<file path="src/cid_map.vh">
// Timing counts, field codes and flag-action codes for the instruction decoder
// Notes on behaviour
// - S bit sign-extends one immediate byte when W is set
// - W bit picks byte or word operand
// - Mode 11 reads register selectors by width
// - Memory address from base/index plus displacement
// - Location 110 mode 00 is direct address
// - Segment selector decodes to four segments
// - Each flag gets its encoded update action
// - Register move: two clocks, two bytes
// - Store 7/11 clocks, load 10/14
// - Short register-immediate load: four clocks
// - Block move nine plus 8n/16n
// - Block compare seven plus 14n/22n
// - Unrepeated block move, compare or port string uses single-execution count
// - Port input 9/13 immediate, 8/12 data
// - Port output 8/12 both forms
// - Block port transfer nine plus 8n/16n
// - Packed decimal strings seven plus 19n
// - Immediate group operation from bits 5:3
// - Logical ops clear carry and overflow
// - Timing pair: byte first, word second
// - Add four clocks per missing byte
`ifndef CID_MAP_VH
`define CID_MAP_VH
`define CID_F_N 3'h0
`define CID_F_C0 3'h1
`define CID_F_S1 3'h2
`define CID_F_X 3'h3
`define CID_F_U 3'h4
`define CID_F_R 3'h5
`define CID_T_MISS 10'h004
`define CID_T_PFX 10'h002
`define CID_T_MOVRR 24'h00_0002
`define CID_T_ST_B 24'h00_0007
`define CID_T_ST_W 24'h00_000B
`define CID_T_LD_B 24'h00_000A
`define CID_T_LD_W 24'h00_000E
`define CID_T_MOVRI 24'h00_0004
`define CID_T_MOV_BASE 24'h00_0009
`define CID_T_MOV_PB 24'h00_0008
`define CID_T_MOV_PW 24'h00_0010
`define CID_T_MOV_1B 24'h00_0009
`define CID_T_MOV_1W 24'h00_0011
`define CID_T_CMP_BASE 24'h00_0007
`define CID_T_CMP_PB 24'h00_000E
`define CID_T_CMP_PW 24'h00_0016
`define CID_T_CMP_1B 24'h00_000D
`define CID_T_CMP_1W 24'h00_0015
`define CID_T_INI_B 24'h00_0009
`define CID_T_INI_W 24'h00_000D
`define CID_T_IO_B 24'h00_0008
`define CID_T_IO_W 24'h00_000C
`define CID_T_BIO_BASE 24'h00_0009
`define CID_T_BIO_PB 24'h00_0008
`define CID_T_BIO_PW 24'h00_0010
`define CID_T_BIO_1B 24'h00_000A
`define CID_T_BIO_1W 24'h00_0012
`define CID_T_BCD_BASE 24'h00_0007
`define CID_T_BCD_PU 24'h00_0013
`define CID_T_ADJ 24'h00_0003
`define CID_T_B2D 24'h00_000F
`define CID_T_D2B 24'h00_0007
`define CID_T_ALU_RI 24'h00_0004
`define CID_T_ALU_MB 24'h00_000F
`define CID_T_ALU_MW 24'h00_0017
`define CID_T_ACMP_MB 24'h00_000C
`define CID_T_ACMP_MW 24'h00_0010
`define CID_T_TST_RR 24'h00_0002
`define CID_T_TST_MB 24'h00_0009
`define CID_T_TST_MW 24'h00_000D
`endif

</file>
<file path="src/cid_decoder.v">
// Byte-serial instruction decoder with clock-count and flag-action output
`timescale 1ns/1ps
`default_nettype none
`include "cid_map.vh"
module cid_decoder (
	input  wire        i_clk,
	input  wire        i_reset,
	input  wire        i_ce,
	input  wire        i_byte_valid,
	input  wire [7:0]  i_byte,
	input  wire        i_byte_queued,
	input  wire [15:0] i_iter_count,
	output reg         o_hdr_valid,
	output reg  [4:0]  o_op,
	output reg  [2:0]  o_alu,
	output reg         o_wide,
	output reg  [3:0]  o_ea,
	output reg  [3:0]  o_len,
	output reg  [3:0]  o_reg_a,
	output reg  [3:0]  o_reg_b,
	output reg  [3:0]  o_seg,
	output reg  [2:0]  o_rep,
	output reg         o_no_write,
	output reg         o_done,
	output reg  [23:0] o_clocks,
	output reg  [15:0] o_disp,
	output reg  [15:0] o_imm,
	output reg  [17:0] o_flags,
	output reg  [3:0]  o_bytes
);
	// One-hot decode states
	localparam [3:0] S_OP    = 4'h1;
	localparam [3:0] S_OP2   = 4'h2;
	localparam [3:0] S_MODRM = 4'h4;
	localparam [3:0] S_DATA  = 4'h8;
	// Operation codes
	localparam [4:0] OP_NONE  = 5'h00;
	localparam [4:0] OP_MOVRR = 5'h01;
	localparam [4:0] OP_MOVST = 5'h02;
	localparam [4:0] OP_MOVLD = 5'h03;
	localparam [4:0] OP_MOVRI = 5'h04;
	localparam [4:0] OP_BMOV  = 5'h05;
	localparam [4:0] OP_BCMP  = 5'h06;
	localparam [4:0] OP_INI   = 5'h07;
	localparam [4:0] OP_IND   = 5'h08;
	localparam [4:0] OP_OUTI  = 5'h09;
	localparam [4:0] OP_OUTD  = 5'h0A;
	localparam [4:0] OP_BIN   = 5'h0B;
	localparam [4:0] OP_BOUT  = 5'h0C;
	localparam [4:0] OP_BADD  = 5'h0D;
	localparam [4:0] OP_BSUB  = 5'h0E;
	localparam [4:0] OP_BCMPS = 5'h0F;
	localparam [4:0] OP_ADJA  = 5'h10;
	localparam [4:0] OP_ADJS  = 5'h11;
	localparam [4:0] OP_CVBD  = 5'h12;
	localparam [4:0] OP_CVDB  = 5'h13;
	localparam [4:0] OP_ALUI  = 5'h14;
	localparam [4:0] OP_TEST  = 5'h15;
	localparam [4:0] OP_ILL   = 5'h16;
	// Repeat prefix kinds
	localparam [2:0] REP_C  = 3'h1;
	localparam [2:0] REP_NC = 3'h2;
	localparam [2:0] REP_E  = 3'h3;
	localparam [2:0] REP_NE = 3'h4;

	// Addressing kind: 0 register, 1..8 location table order, 9 direct
	function [3:0] ea_of;
		input [1:0] md;
		input [2:0] rm;
		begin
			if (md == 2'h3) begin
				ea_of = 4'h0;
			end else if (md == 2'h0 && rm == 3'h6) begin
				ea_of = 4'h9;
			end else begin
				ea_of = {1'b0, rm} + 4'h1;
			end
		end
	endfunction

	// Displacement bytes following the mode byte
	function [1:0] disp_cnt;
		input [1:0] md;
		input [2:0] rm;
		begin
			if (md == 2'h1) begin
				disp_cnt = 2'h1;
			end else if (md == 2'h2 || (md == 2'h0 && rm == 3'h6)) begin
				disp_cnt = 2'h2;
			end else begin
				disp_cnt = 2'h0;
			end
		end
	endfunction

	// Segment selector to one-hot {data0, stack, program, data1}
	function [3:0] seg_of;
		input [1:0] sel;
		begin
			case (sel)
				2'h0: seg_of = 4'h1;
				2'h1: seg_of = 4'h2;
				2'h2: seg_of = 4'h4;
				default: seg_of = 4'h8;
			endcase
		end
	endfunction

	// Byte/word pick from a timing pair
	function [23:0] pair;
		input        w;
		input [23:0] tb;
		input [23:0] tw;
		begin
			pair = w ? tw : tb;
		end
	endfunction

	// Execution clocks, queue assumed full
	function [23:0] op_clk;
		input [4:0]  op;
		input        w;
		input        mem;
		input [2:0]  alu;
		input        rep;
		input [15:0] n;
		reg   [23:0] nn;
		reg   [23:0] nh;
		begin
			nn = {8'h00, n};
			nh = {9'h000, n[15:1]};
			case (op)
				OP_MOVRR: op_clk = `CID_T_MOVRR;
				OP_MOVST: op_clk = pair(w, `CID_T_ST_B, `CID_T_ST_W);
				OP_MOVLD: op_clk = pair(w, `CID_T_LD_B, `CID_T_LD_W);
				OP_MOVRI: op_clk = `CID_T_MOVRI;
				// Unrepeated block moves, compares and port transfers use the single figure
				OP_BMOV: op_clk = rep ?
					`CID_T_MOV_BASE + pair(w, `CID_T_MOV_PB, `CID_T_MOV_PW) * nn :
					pair(w, `CID_T_MOV_1B, `CID_T_MOV_1W);
				OP_BCMP: op_clk = rep ?
					`CID_T_CMP_BASE + pair(w, `CID_T_CMP_PB, `CID_T_CMP_PW) * nn :
					pair(w, `CID_T_CMP_1B, `CID_T_CMP_1W);
				OP_BIN, OP_BOUT: op_clk = rep ?
					`CID_T_BIO_BASE + pair(w, `CID_T_BIO_PB, `CID_T_BIO_PW) * nn :
					pair(w, `CID_T_BIO_1B, `CID_T_BIO_1W);
				OP_INI: op_clk = pair(w, `CID_T_INI_B, `CID_T_INI_W);
				OP_IND: op_clk = pair(w, `CID_T_IO_B, `CID_T_IO_W);
				OP_OUTI, OP_OUTD: op_clk = pair(w, `CID_T_IO_B, `CID_T_IO_W);
				// Unit count is half the digit count
				OP_BADD, OP_BSUB, OP_BCMPS:
					op_clk = `CID_T_BCD_BASE + `CID_T_BCD_PU * nh;
				OP_ADJA, OP_ADJS: op_clk = `CID_T_ADJ;
				OP_CVBD: op_clk = `CID_T_B2D;
				OP_CVDB: op_clk = `CID_T_D2B;
				OP_ALUI: begin
					if (!mem) begin
						op_clk = `CID_T_ALU_RI;
					end else if (alu == 3'h7) begin
						op_clk = pair(w, `CID_T_ACMP_MB, `CID_T_ACMP_MW);
					end else begin
						op_clk = pair(w, `CID_T_ALU_MB, `CID_T_ALU_MW);
					end
				end
				OP_TEST: op_clk = mem ? pair(w, `CID_T_TST_MB, `CID_T_TST_MW) :
					`CID_T_TST_RR;
				default: op_clk = 24'h00_0000;
			endcase
		end
	endfunction

	// Flag actions, three bits each: aux carry, carry, overflow, parity, sign, zero
	function [17:0] flg_of;
		input [4:0] op;
		input [2:0] alu;
		reg         lg;
		begin
			lg = (alu == 3'h1) || (alu == 3'h4) || (alu == 3'h6);
			case (op)
				OP_BCMP: flg_of = {6{`CID_F_X}};
				OP_ALUI: flg_of = lg ?
					{`CID_F_U, `CID_F_C0, `CID_F_C0, {3{`CID_F_X}}} :
					{6{`CID_F_X}};
				OP_TEST: flg_of = {`CID_F_U, `CID_F_C0, `CID_F_C0, {3{`CID_F_X}}};
				OP_BADD, OP_BSUB, OP_BCMPS: flg_of =
					{`CID_F_U, `CID_F_X, {3{`CID_F_U}}, `CID_F_X};
				OP_ADJA, OP_ADJS: flg_of =
					{`CID_F_X, `CID_F_X, `CID_F_U, {3{`CID_F_X}}};
				OP_CVBD, OP_CVDB: flg_of = {{3{`CID_F_U}}, {3{`CID_F_X}}};
				default: flg_of = {6{`CID_F_N}};
			endcase
		end
	endfunction

	// Decode state
	reg [3:0]  state_r, state_nxt;     // One-hot state
	reg [7:0]  opc_r, opc_nxt;         // First opcode byte
	reg [4:0]  op_r, op_nxt;           // Operation
	reg [2:0]  alu_r, alu_nxt;         // Immediate-group operation
	reg        w_r, w_nxt;             // Width bit
	reg        s_r, s_nxt;             // Sign-extend bit
	reg [1:0]  md_r, md_nxt;           // Addressing kind
	reg [2:0]  rg_r, rg_nxt;           // Register field
	reg [2:0]  rm_r, rm_nxt;           // Location field
	reg [2:0]  rep_r, rep_nxt;         // Pending repeat prefix
	reg [1:0]  nd_r, nd_nxt;           // Displacement bytes
	reg [1:0]  ni_r, ni_nxt;           // Immediate bytes
	reg [2:0]  pos_r, pos_nxt;         // Data byte index
	reg [3:0]  got_r, got_nxt;         // Bytes taken so far
	reg [9:0]  xtra_r, xtra_nxt;       // Prefix and fetch penalty clocks
	reg [15:0] dsp_r, dsp_nxt;         // Raw displacement
	reg [15:0] imm_r, imm_nxt;         // Raw immediate
	reg        hdr;                    // Final opcode byte, or mode byte if any, taken
	reg        fin;                    // Last instruction byte taken
	reg [2:0]  k;                      // Index into immediate bytes
	wire       take = i_ce & i_byte_valid;

	// Next-state decode of the incoming byte
	always @* begin
		state_nxt = state_r;
		opc_nxt   = opc_r;
		op_nxt    = op_r;
		alu_nxt   = alu_r;
		w_nxt     = w_r;
		s_nxt     = s_r;
		md_nxt    = md_r;
		rg_nxt    = rg_r;
		rm_nxt    = rm_r;
		rep_nxt   = rep_r;
		nd_nxt    = nd_r;
		ni_nxt    = ni_r;
		pos_nxt   = pos_r;
		got_nxt   = got_r;
		xtra_nxt  = xtra_r;
		dsp_nxt   = dsp_r;
		imm_nxt   = imm_r;
		hdr       = 1'b0;
		fin       = 1'b0;
		k         = pos_r - {1'b0, nd_r};
		if (i_byte_valid) begin
			got_nxt  = got_r + 4'h1;
			// Byte fetched late costs extra
			xtra_nxt = xtra_r + (i_byte_queued ? 10'h000 : `CID_T_MISS);
			case (state_r)
				S_OP: begin
					opc_nxt = i_byte;
					w_nxt   = i_byte[0];
					s_nxt   = 1'b0;
					md_nxt  = 2'h3;
					nd_nxt  = 2'h0;
					ni_nxt  = 2'h0;
					pos_nxt = 3'h0;
					alu_nxt = 3'h0;
					dsp_nxt = 16'h0000;
					imm_nxt = 16'h0000;
					hdr     = 1'b1;
					fin     = 1'b1;
					if (i_byte == 8'h65 || i_byte == 8'h64 ||
						i_byte == 8'hF3 || i_byte == 8'hF2) begin
						// Prefix joins the next instruction
						hdr      = 1'b0;
						fin      = 1'b0;
						xtra_nxt = xtra_nxt + `CID_T_PFX;
						if (i_byte == 8'h65) begin
							rep_nxt = REP_C;
						end else if (i_byte == 8'h64) begin
							rep_nxt = REP_NC;
						end else if (i_byte == 8'hF3) begin
							rep_nxt = REP_E;
						end else begin
							rep_nxt = REP_NE;
						end
					end else if ((i_byte & 8'hFC) == 8'h88) begin
						op_nxt    = i_byte[1] ? OP_MOVLD : OP_MOVST;
						state_nxt = S_MODRM;
						hdr       = 1'b0;
						fin       = 1'b0;
					end else if ((i_byte & 8'hFE) == 8'h84) begin
						op_nxt    = OP_TEST;
						state_nxt = S_MODRM;
						hdr       = 1'b0;
						fin       = 1'b0;
					end else if ((i_byte & 8'hFC) == 8'h80) begin
						op_nxt    = OP_ALUI;
						s_nxt     = i_byte[1];
						state_nxt = S_MODRM;
						hdr       = 1'b0;
						fin       = 1'b0;
					end else if ((i_byte & 8'hF0) == 8'hB0) begin
						op_nxt    = OP_MOVRI;
						w_nxt     = i_byte[3];
						rg_nxt    = i_byte[2:0];
						ni_nxt    = i_byte[3] ? 2'h2 : 2'h1;
						state_nxt = S_DATA;
						fin       = 1'b0;
					end else if ((i_byte & 8'hFC) == 8'hE4) begin
						op_nxt    = i_byte[1] ? OP_OUTI : OP_INI;
						ni_nxt    = 2'h1;
						state_nxt = S_DATA;
						fin       = 1'b0;
					end else if ((i_byte & 8'hFC) == 8'hEC) begin
						op_nxt = i_byte[1] ? OP_OUTD : OP_IND;
					end else if ((i_byte & 8'hFC) == 8'hA4) begin
						op_nxt = i_byte[1] ? OP_BCMP : OP_BMOV;
					end else if ((i_byte & 8'hFC) == 8'h6C) begin
						op_nxt = i_byte[1] ? OP_BOUT : OP_BIN;
					end else if (i_byte == 8'h27 || i_byte == 8'h2F) begin
						op_nxt = i_byte[3] ? OP_ADJS : OP_ADJA;
						w_nxt  = 1'b0;
					end else if (i_byte == 8'h0F || i_byte == 8'hD4 ||
						i_byte == 8'hD5) begin
						state_nxt = S_OP2;
						hdr       = 1'b0;
						fin       = 1'b0;
					end else begin
						op_nxt = OP_ILL;
					end
				end
				S_OP2: begin
					w_nxt     = 1'b0;
					hdr       = 1'b1;
					fin       = 1'b1;
					state_nxt = S_OP;
					if (opc_r == 8'h0F && i_byte == 8'h20) begin
						op_nxt = OP_BADD;
					end else if (opc_r == 8'h0F && i_byte == 8'h22) begin
						op_nxt = OP_BSUB;
					end else if (opc_r == 8'h0F && i_byte == 8'h26) begin
						op_nxt = OP_BCMPS;
					end else if (opc_r == 8'hD4 && i_byte == 8'h0A) begin
						op_nxt = OP_CVBD;
					end else if (opc_r == 8'hD5 && i_byte == 8'h0A) begin
						op_nxt = OP_CVDB;
					end else begin
						op_nxt = OP_ILL;
					end
				end
				S_MODRM: begin
					md_nxt  = i_byte[7:6];
					rg_nxt  = i_byte[5:3];
					rm_nxt  = i_byte[2:0];
					alu_nxt = (op_r == OP_ALUI) ? i_byte[5:3] : 3'h0;
					nd_nxt  = disp_cnt(i_byte[7:6], i_byte[2:0]);
					if (op_r == OP_ALUI) begin
						ni_nxt = (w_r & ~s_r) ? 2'h2 : 2'h1;
					end
					if ((op_r == OP_MOVLD || op_r == OP_MOVST) && i_byte[7:6] == 2'h3) begin
						op_nxt = OP_MOVRR;
					end
					hdr = 1'b1;
					if (nd_nxt == 2'h0 && ni_nxt == 2'h0) begin
						fin       = 1'b1;
						state_nxt = S_OP;
					end else begin
						state_nxt = S_DATA;
					end
				end
				S_DATA: begin
					pos_nxt = pos_r + 3'h1;
					// Low byte first for both fields
					if (pos_r < {1'b0, nd_r}) begin
						if (pos_r == 3'h0) begin
							dsp_nxt[7:0] = i_byte;
						end else begin
							dsp_nxt[15:8] = i_byte;
						end
					end else if (k == 3'h0) begin
						imm_nxt[7:0] = i_byte;
					end else begin
						imm_nxt[15:8] = i_byte;
					end
					if (pos_nxt == {1'b0, nd_r} + {1'b0, ni_r}) begin
						fin       = 1'b1;
						state_nxt = S_OP;
					end
				end
				default: begin
					state_nxt = S_OP;
				end
			endcase
		end
	end

	// State and output registers; clock enable freezes everything
	always @(posedge i_clk) begin
		if (i_reset) begin
			state_r     <= S_OP;
			opc_r       <= 8'h00;
			op_r        <= OP_NONE;
			alu_r       <= 3'h0;
			w_r         <= 1'b0;
			s_r         <= 1'b0;
			md_r        <= 2'h0;
			rg_r        <= 3'h0;
			rm_r        <= 3'h0;
			rep_r       <= 3'h0;
			nd_r        <= 2'h0;
			ni_r        <= 2'h0;
			pos_r       <= 3'h0;
			got_r       <= 4'h0;
			xtra_r      <= 10'h000;
			dsp_r       <= 16'h0000;
			imm_r       <= 16'h0000;
			o_hdr_valid <= 1'b0;
			o_op        <= OP_NONE;
			o_alu       <= 3'h0;
			o_wide      <= 1'b0;
			o_ea        <= 4'h0;
			o_len       <= 4'h0;
			o_reg_a     <= 4'h0;
			o_reg_b     <= 4'h0;
			o_seg       <= 4'h0;
			o_rep       <= 3'h0;
			o_no_write  <= 1'b0;
			o_done      <= 1'b0;
			o_clocks    <= 24'h00_0000;
			o_disp      <= 16'h0000;
			o_imm       <= 16'h0000;
			o_flags     <= 18'h0_0000;
			o_bytes     <= 4'h0;
		end else if (i_ce) begin
			state_r     <= state_nxt;
			opc_r       <= opc_nxt;
			op_r        <= op_nxt;
			alu_r       <= alu_nxt;
			w_r         <= w_nxt;
			s_r         <= s_nxt;
			md_r        <= md_nxt;
			rg_r        <= rg_nxt;
			rm_r        <= rm_nxt;
			nd_r        <= nd_nxt;
			ni_r        <= ni_nxt;
			pos_r       <= pos_nxt;
			dsp_r       <= dsp_nxt;
			imm_r       <= imm_nxt;
			// Per-instruction accumulators restart after the last byte
			rep_r       <= fin ? 3'h0 : rep_nxt;
			got_r       <= fin ? 4'h0 : got_nxt;
			xtra_r      <= fin ? 10'h000 : xtra_nxt;
			o_hdr_valid <= take & hdr;
			o_done      <= take & fin;
			// Early view, one edge after the final opcode byte, or the mode byte when there is one
			if (take & hdr) begin
				o_op       <= op_nxt;
				o_alu      <= alu_nxt;
				o_wide     <= w_nxt;
				o_ea       <= ea_of(md_nxt, rm_nxt);
				o_len      <= got_nxt + {2'h0, nd_nxt} + {2'h0, ni_nxt};
				o_reg_a    <= {w_nxt, rg_nxt};
				o_reg_b    <= {w_nxt, rm_nxt};
				o_seg      <= seg_of(rg_nxt[1:0]);
				o_rep      <= rep_nxt;
				o_no_write <= (op_nxt == OP_TEST) || (op_nxt == OP_BCMP) ||
					(op_nxt == OP_BCMPS) || (op_nxt == OP_ALUI && alu_nxt == 3'h7);
				o_flags    <= flg_of(op_nxt, alu_nxt);
			end
			// Full result after the last byte
			if (take & fin) begin
				o_bytes  <= got_nxt;
				o_clocks <= op_clk(op_nxt, w_nxt, md_nxt != 2'h3, alu_nxt,
					rep_nxt != 3'h0, i_iter_count) + {14'h0000, xtra_nxt};
				o_disp   <= (nd_nxt == 2'h1) ? {{8{dsp_nxt[7]}}, dsp_nxt[7:0]} :
					dsp_nxt;
				o_imm    <= (ni_nxt == 2'h1) ?
					((s_nxt & w_nxt) ? {{8{imm_nxt[7]}}, imm_nxt[7:0]} :
					{8'h00, imm_nxt[7:0]}) : imm_nxt;
			end
		end
	end
endmodule
`default_nettype wire

</file>
<file path="config.mk">
export PLATFORM = sky130hd
export DESIGN_NAME = cid_decoder
export DESIGN_NICKNAME = d
export VERILOG_FILES = /design/src/cid_decoder.v
export VERILOG_INCLUDE_DIRS = /design/src
export SDC_FILE = /design/constraint.sdc
export NUM_CORES = 1
export LEC_CHECK = 0
export ABC_AREA = 1
export ABC_CLOCK_PERIOD_IN_PS = 10150
export BUFFER_PORTS_ARGS = -buffer_cell sky130_fd_sc_hd__buf_4
export CAP_MARGIN = 20
export CORE_MARGIN = 2
export CORE_UTILIZATION = 40
export DETAILED_ROUTE_END_ITERATION = 16
export PLACE_DENSITY_LB_ADDON = 0.08
export SETUP_SLACK_MARGIN = 0.15
export SYNTH_ARGS = -nofsm -noshare
export SYNTH_HDL_FRONTEND = slang
export SYNTH_SLANG_ARGS = --single-unit
</file>
<file path="constraint.sdc">
create_clock -name i_clk -period 10.15 [get_ports i_clk]
set_input_delay 1.015 -clock i_clk [delete_from_list [all_inputs] [get_ports i_clk]]
set_output_delay 1.015 -clock i_clk [all_outputs]
set_load 0.03 [all_outputs]
</file>
# Yosys cells after proc, flatten, opt, wreduce, memory -nomap -nowiden
# Cells that the tools add are included.
# op_classes
addsub	13
multipliers	3
order_cmp	1
n_eq_ne	75
muxes	167
bitwise_logic	6
n_reduce_logical	43
# ops
operator	n
$pmux 24 s15	1
$mux 5	26
$mux 16	7
$pmux 18 s6	1
$mux 24	4
$mux 4	20
$mux 3	23
$pmux 16 s2	2
$eq 8x8->1 const B	6
$mux 22	2
$mul 5x16->21	2
$mux 1	41
$eq 5x4->1 const B	8
$eq 8x6->1 const B	5
$mux 10	4
$mux 2	19
$eq 5x5->1 const B	7
$ne 7x7->1 const B	5
$mux 8	4
$eq 6x6->1 const B	5
$add 24x10->24	1
$eq 8x4->1 const B	3
$pmux 4 s3	2
$add 3x21->22 const A	1
47 further kinds	109
# totals
regBits	199
inputBits	29
output_inout_bits	113
wordCells	342

# Longest topological paths before layout
# depth
depth_word	23
ltp_mapped	42
mapped_depth_nobuf	41

# Worst setup path after synthesis
# Ideal clock, no wire load.
# synth_timing
path_kind	in2reg
startpoint	input port i_byte[7]
endpoint	register o_clocks[20]
arrival_ns	6.421
required_ns	10.022
path_slack_ns	3.601
cell_stages	41
path_buffers	2
cell_sequence	buf_4 inv_2 nand2_1 nor2_1 nand2_1 nand2_1 a21oi_1 nand2_1 o311ai_0 o21ai_1 clkinv_1 clkbuf_1 nor2_1 ha_1 ha_1 inv_1 fa_1 inv_1 (+5 left out) ha_1 nand2_1 nor2_1 a211oi_1 o21ai_0 nand3_1 nand2_1 a21oi_1 nor2_1 nor2_1 inv_1 nand3_2 nor2_4 nand2_2 nor2_4 nand3_1 nand2_1 a21oi_1
# synth_between
elab_chain_len	23
word_cells_on_any_way	156
cone_classes	3 x add/sub; 2 x mul; 46 x eq/ne; 81 x mux; 1 x bitwise; 23 x reduce/logical
# synth_rtl
element	line	text
start, declared	cid_decoder.v:10	input wire [7:0] i_byte,
$eq 8x6->1, or another cell as far along	cid_decoder.v:307	end else if (i_byte == 8'h27 || i_byte == 8'h2F) begin
$logic_or 1x1->1, on equally long branches	cid_decoder.v:307, cid_decoder.v:310	
$mux 1 / $logic_or 1x1->1 (equally long branches)	cid_decoder.v:307, cid_decoder.v:310	
$mux 1 / $mux 5 (equally long branches)	cid_decoder.v:305, cid_decoder.v:310	
$mux 1 / $mux 5 (equally long branches)	cid_decoder.v:303, cid_decoder.v:307	
$mux 1 / $mux 5 (equally long branches)	cid_decoder.v:301, cid_decoder.v:305	
$mux 1 / $mux 5 (equally long branches)	cid_decoder.v:296, cid_decoder.v:303	
$mux 1 / $mux 5 (equally long branches)	cid_decoder.v:289, cid_decoder.v:301	
(+7 left out)	--	
$mul 5x16->21, or another cell as far along	cid_decoder.v:139, cid_decoder.v:145	
$add 4x21->22 (no line), or another cell as far along	--	
$mux 22, or another cell as far along	cid_decoder.v:144	OP_BIN, OP_BOUT: op_clk = rep ?
$pmux 24 s15	cid_decoder.v:132	case (op)
$mux 24	cid_decoder.v:458	if (take & fin) begin
$mux 24	cid_decoder.v:421	end else if (i_ce) begin
$mux 24	cid_decoder.v:386	if (i_reset) begin
$add 24x10->24	cid_decoder.v:461	rep_nxt != 3'h0, i_iter_count) + {14'h0000, xtra_nxt};
end signal, assigned	cid_decoder.v:460	o_clocks <= op_clk(op_nxt, w_nxt, md_nxt != 2'h3, alu_nxt,
end, declared	cid_decoder.v:25	output reg [23:0] o_clocks,
# Parallel ways exist; a longest one is shown, timed or not. The select of a mux whose other input is x is not followed.
# A chain may end at the register's enable or synchronous reset.

# Worst setup path in the final report
# layout_timing
startpoint	input port i_byte[7]
endpoint	register o_clocks[18]
# The elaborated chain is that of the path after synthesis.

==> impl_metrics.yaml <==
sta:
  tns_ns: 0
  fin_crit_ns: 7.26
  clock.fmax_mhz: 138
  skew_ns: 0.0109
  tightest_slew_ns: 0.946
  setup_viol: 0
  rsz0062_at_grt: "false"
  finalCritPeriodShare_pct: 71.5
  slew_headroom_pct: 37.0
  slew_violations: 0
  hold_viol: 0
grt:
  grt_use_total_pct: 24.4
  grt_pass1_vias: 14276
  grt_overflow: 0
  antenna_found_initial: 0
  grt_first_pass_wirelength_microns: 78500
  grt_start_max_net_pins: 95
synth:
  ys_types: 62
  synth_commonest_cells: "nand2_1, inv_1, a21oi_1"
  ys_warn_count: 0
  synthCells: 2238
  synthArstFlopShare_pct: 0
  ys_seq_area_share_pct: 24.4
  avgSynthCellArea_sq_um: 6.90
  synth_edf_count: 0
  synth_top_area_cell: "dfxtp_1"
  synth.area.top_cells: "dfxtp_1, ha_1, nand2_1"
  synth_top_area_share_pct: 24.4
  yosysMostFrequentCell: "nand2_1"
  synth_ff_type: "dfxtp_1"
  syn-cell-area_sq_um: 15400
  ys_ff_latch: 188
floorplan:
  dieWidth_microns: 201
  core-area_sq_um: 37800
  start_util_pct: 40.8
  rows: 71
  die-area_sq_um: 40200
  io-pin-count: 142
  die_h_microns: 201
setup_path:
  worstPathMaxFanout: 25
  critPathArrivalTime_ns: 7.61
  critPathRequiredTime_ns: 10.50
  crit_top_cell: "nand2_1"
  crit_path_end_kind: "flip-flop"
  path_class: "in2reg"
  slowest_delay_ns: 0.53
  crit_path_start_kind: "input pin"
  cp_slowest_cell: "clkinv_1"
clocking:
  path_clk_slew_ns: 0.07
  ctsRootBufferMaster: "clkbuf_16"
  cts_buffers: 17
  numClockSinks: 188
  cts_htree_levels: 4
  cts_setup_buffers: 0
  clockBufferDepth: 2
  insertion_delay_ns: 0.45
  cts_tree: "yes"
  cts.repair.resized: 0
  hold_buffers: 0
finish:
  fin_cells: 2850
  multi_input_area_sq_um: 10200
  drive_gt1_share_pct: 11.7
  nFillCells: 4031
  seq_area_sq_um: 3760
  area_delta_synth_final_pct: 13.1
  nNetsFinal: 2561
  antenna_cells: 0
placement:
  dpl.cell_count: 2818
  dp_hpwl_microns: 38400
  place_congestion: 0.916
  portBuffers: 139
power:
  p_per_area_nw_per_um2: 161
  p_leak_nw: 8.25
  ir_drop_uv: 84.1
route:
  postRouteAntennaNets: 0
  route.detailed.drc: 0
  drt_iter0_markers: 848
  num_vias: 14926
  wl_per_cell_microns: 17.4
  totalWireLength_microns: 49500
  via_per_inst: 5.24
  first_pass_iters: 8
job:
  drv_cap: 0
outcome:
  status: "completed"
min_path:
  hp-class: "reg2reg"
-- report_power, final --
| part | total (W) | switching (W) | internal [W] |
|---|---|---|---|
| combinational | 0.00128 | 0.000839 | 0.000439 |
| sequential | 0.000834 | 0.0000397 | 0.000794 |
| clock | 0.000694 | 0.000331 | 0.000363 |
-- routing by layer --
layer | vias up | GRT usage (%) | share of wire (%)
met4 | 0 | 6.53 | 2.0
met3 | 46 | 2.11 | 2.4
met1 | 7078 | 30.8 | 46
met2 | 259 | 44.2 | 50
li1 | 7543 | - | -
met5 | - | 0 | 0
-- worst max-delay path: cells and delay by family --
kind | cells | cell delay [ns]
buffers and inverters | 8 | 1.34
AO/OA/AOI/OAI | 8 | 1.44
adder cells (fa/ha/maj) | 5 | 1.73
AND/OR/NAND/NOR | 21 | 2.03
-- layout by cell type, fill, tap and decap left out, drive strengths merged, types with 7 or more instances in the layout --
master / netlist / layout
a211oi: 9 / 9
a21oi: 234 / 234
a22oi: 9 / 9
a31oi: 10 / 10
buf: 30 / 154
clkbuf: 73 / 19
clkinv: 7 / 11
conb: 2 / 20
dfxtp: 188 / 188
fa: 38 / 38
ha: 168 / 168
inv: 278 / 284
nand2: 495 / 495
nand3: 87 / 87
nand3b: 7 / 7
nand4: 27 / 27
nor2: 194 / 194
nor3: 28 / 28
o211ai: 17 / 17
o21ai: 192 / 192
o21bai: 8 / 8
o22ai: 9 / 9
or2: 8 / 8
xnor2: 25 / 25
xor2: 44 / 44
-- area by class of cell --
cell class	count	area share, %
clock buffer	19	2.59
clock inverter	13	0.874
inverter	285	6.14
multi-input combinational	1680	58.6
sequential	188	21.5
tap	511	3.66
timing repair buffer	154	6.62
-- through the flow --
step	hold WS (ns)	power, W	utilization (%)	instance area (sq um)	setup slack, ns
3_5_place_dp	0.453	0.00212	44.6	16900	2.45
4_1_cts	0.465	0.00282	46.2	17500	2.91
5_1_grt	0.486	0.00301	46.2	17500	2.26
3_3_place_gp	0.448	0.00211	44.6	16900	2.60
6_report	0.466	0.00281	46.2	17500	2.89
2_1_floorplan	0.441	0.00176	-	15500	3.60
-- kinds of logic after synthesis --
family / Yosys count / share of synthesized area (%)
xor gates and xnor gates: 69 / 3.91
AOI/OAI and AO/OA: 535 / 19.3
and+or+nand+nor: 850 / 23.9
buffers and inverters: 388 / 9.90
other: 2 / 0.0486
adders and majority gates: 206 / 18.5
DFF: 188 / 24.4
-- sequential cells by signal, summed over array words and instances, names as in the netlist, 8 cells and up --
signal and cells:
o_clocks 23, dsp_r 16, imm_r 16, o_disp 16
o_imm 16, o_flags 11, xtra_r 9, opc_r 8
-- worst paths after layout --
check | cells after the start | slack, ns | to | start
worst max-delay path | 42 | 2.89 | o_clocks[18]$_SDFFE_PP0P_ | i_byte[7]
worst min-delay path | 2 | 0.47 | dsp_r[9]$_SDFFE_PP0P_ | dsp_r[9]$_SDFFE_PP0P_
worst max register to register | 37 | 3.23 | o_clocks[18]$_SDFFE_PP0P_ | state_r[1]$_SDFFE_PP0P_
worst min register to register | 2 | 0.47 | dsp_r[9]$_SDFFE_PP0P_ | dsp_r[9]$_SDFFE_PP0P_
Note: power is estimated with default switching activity, not from simulation.
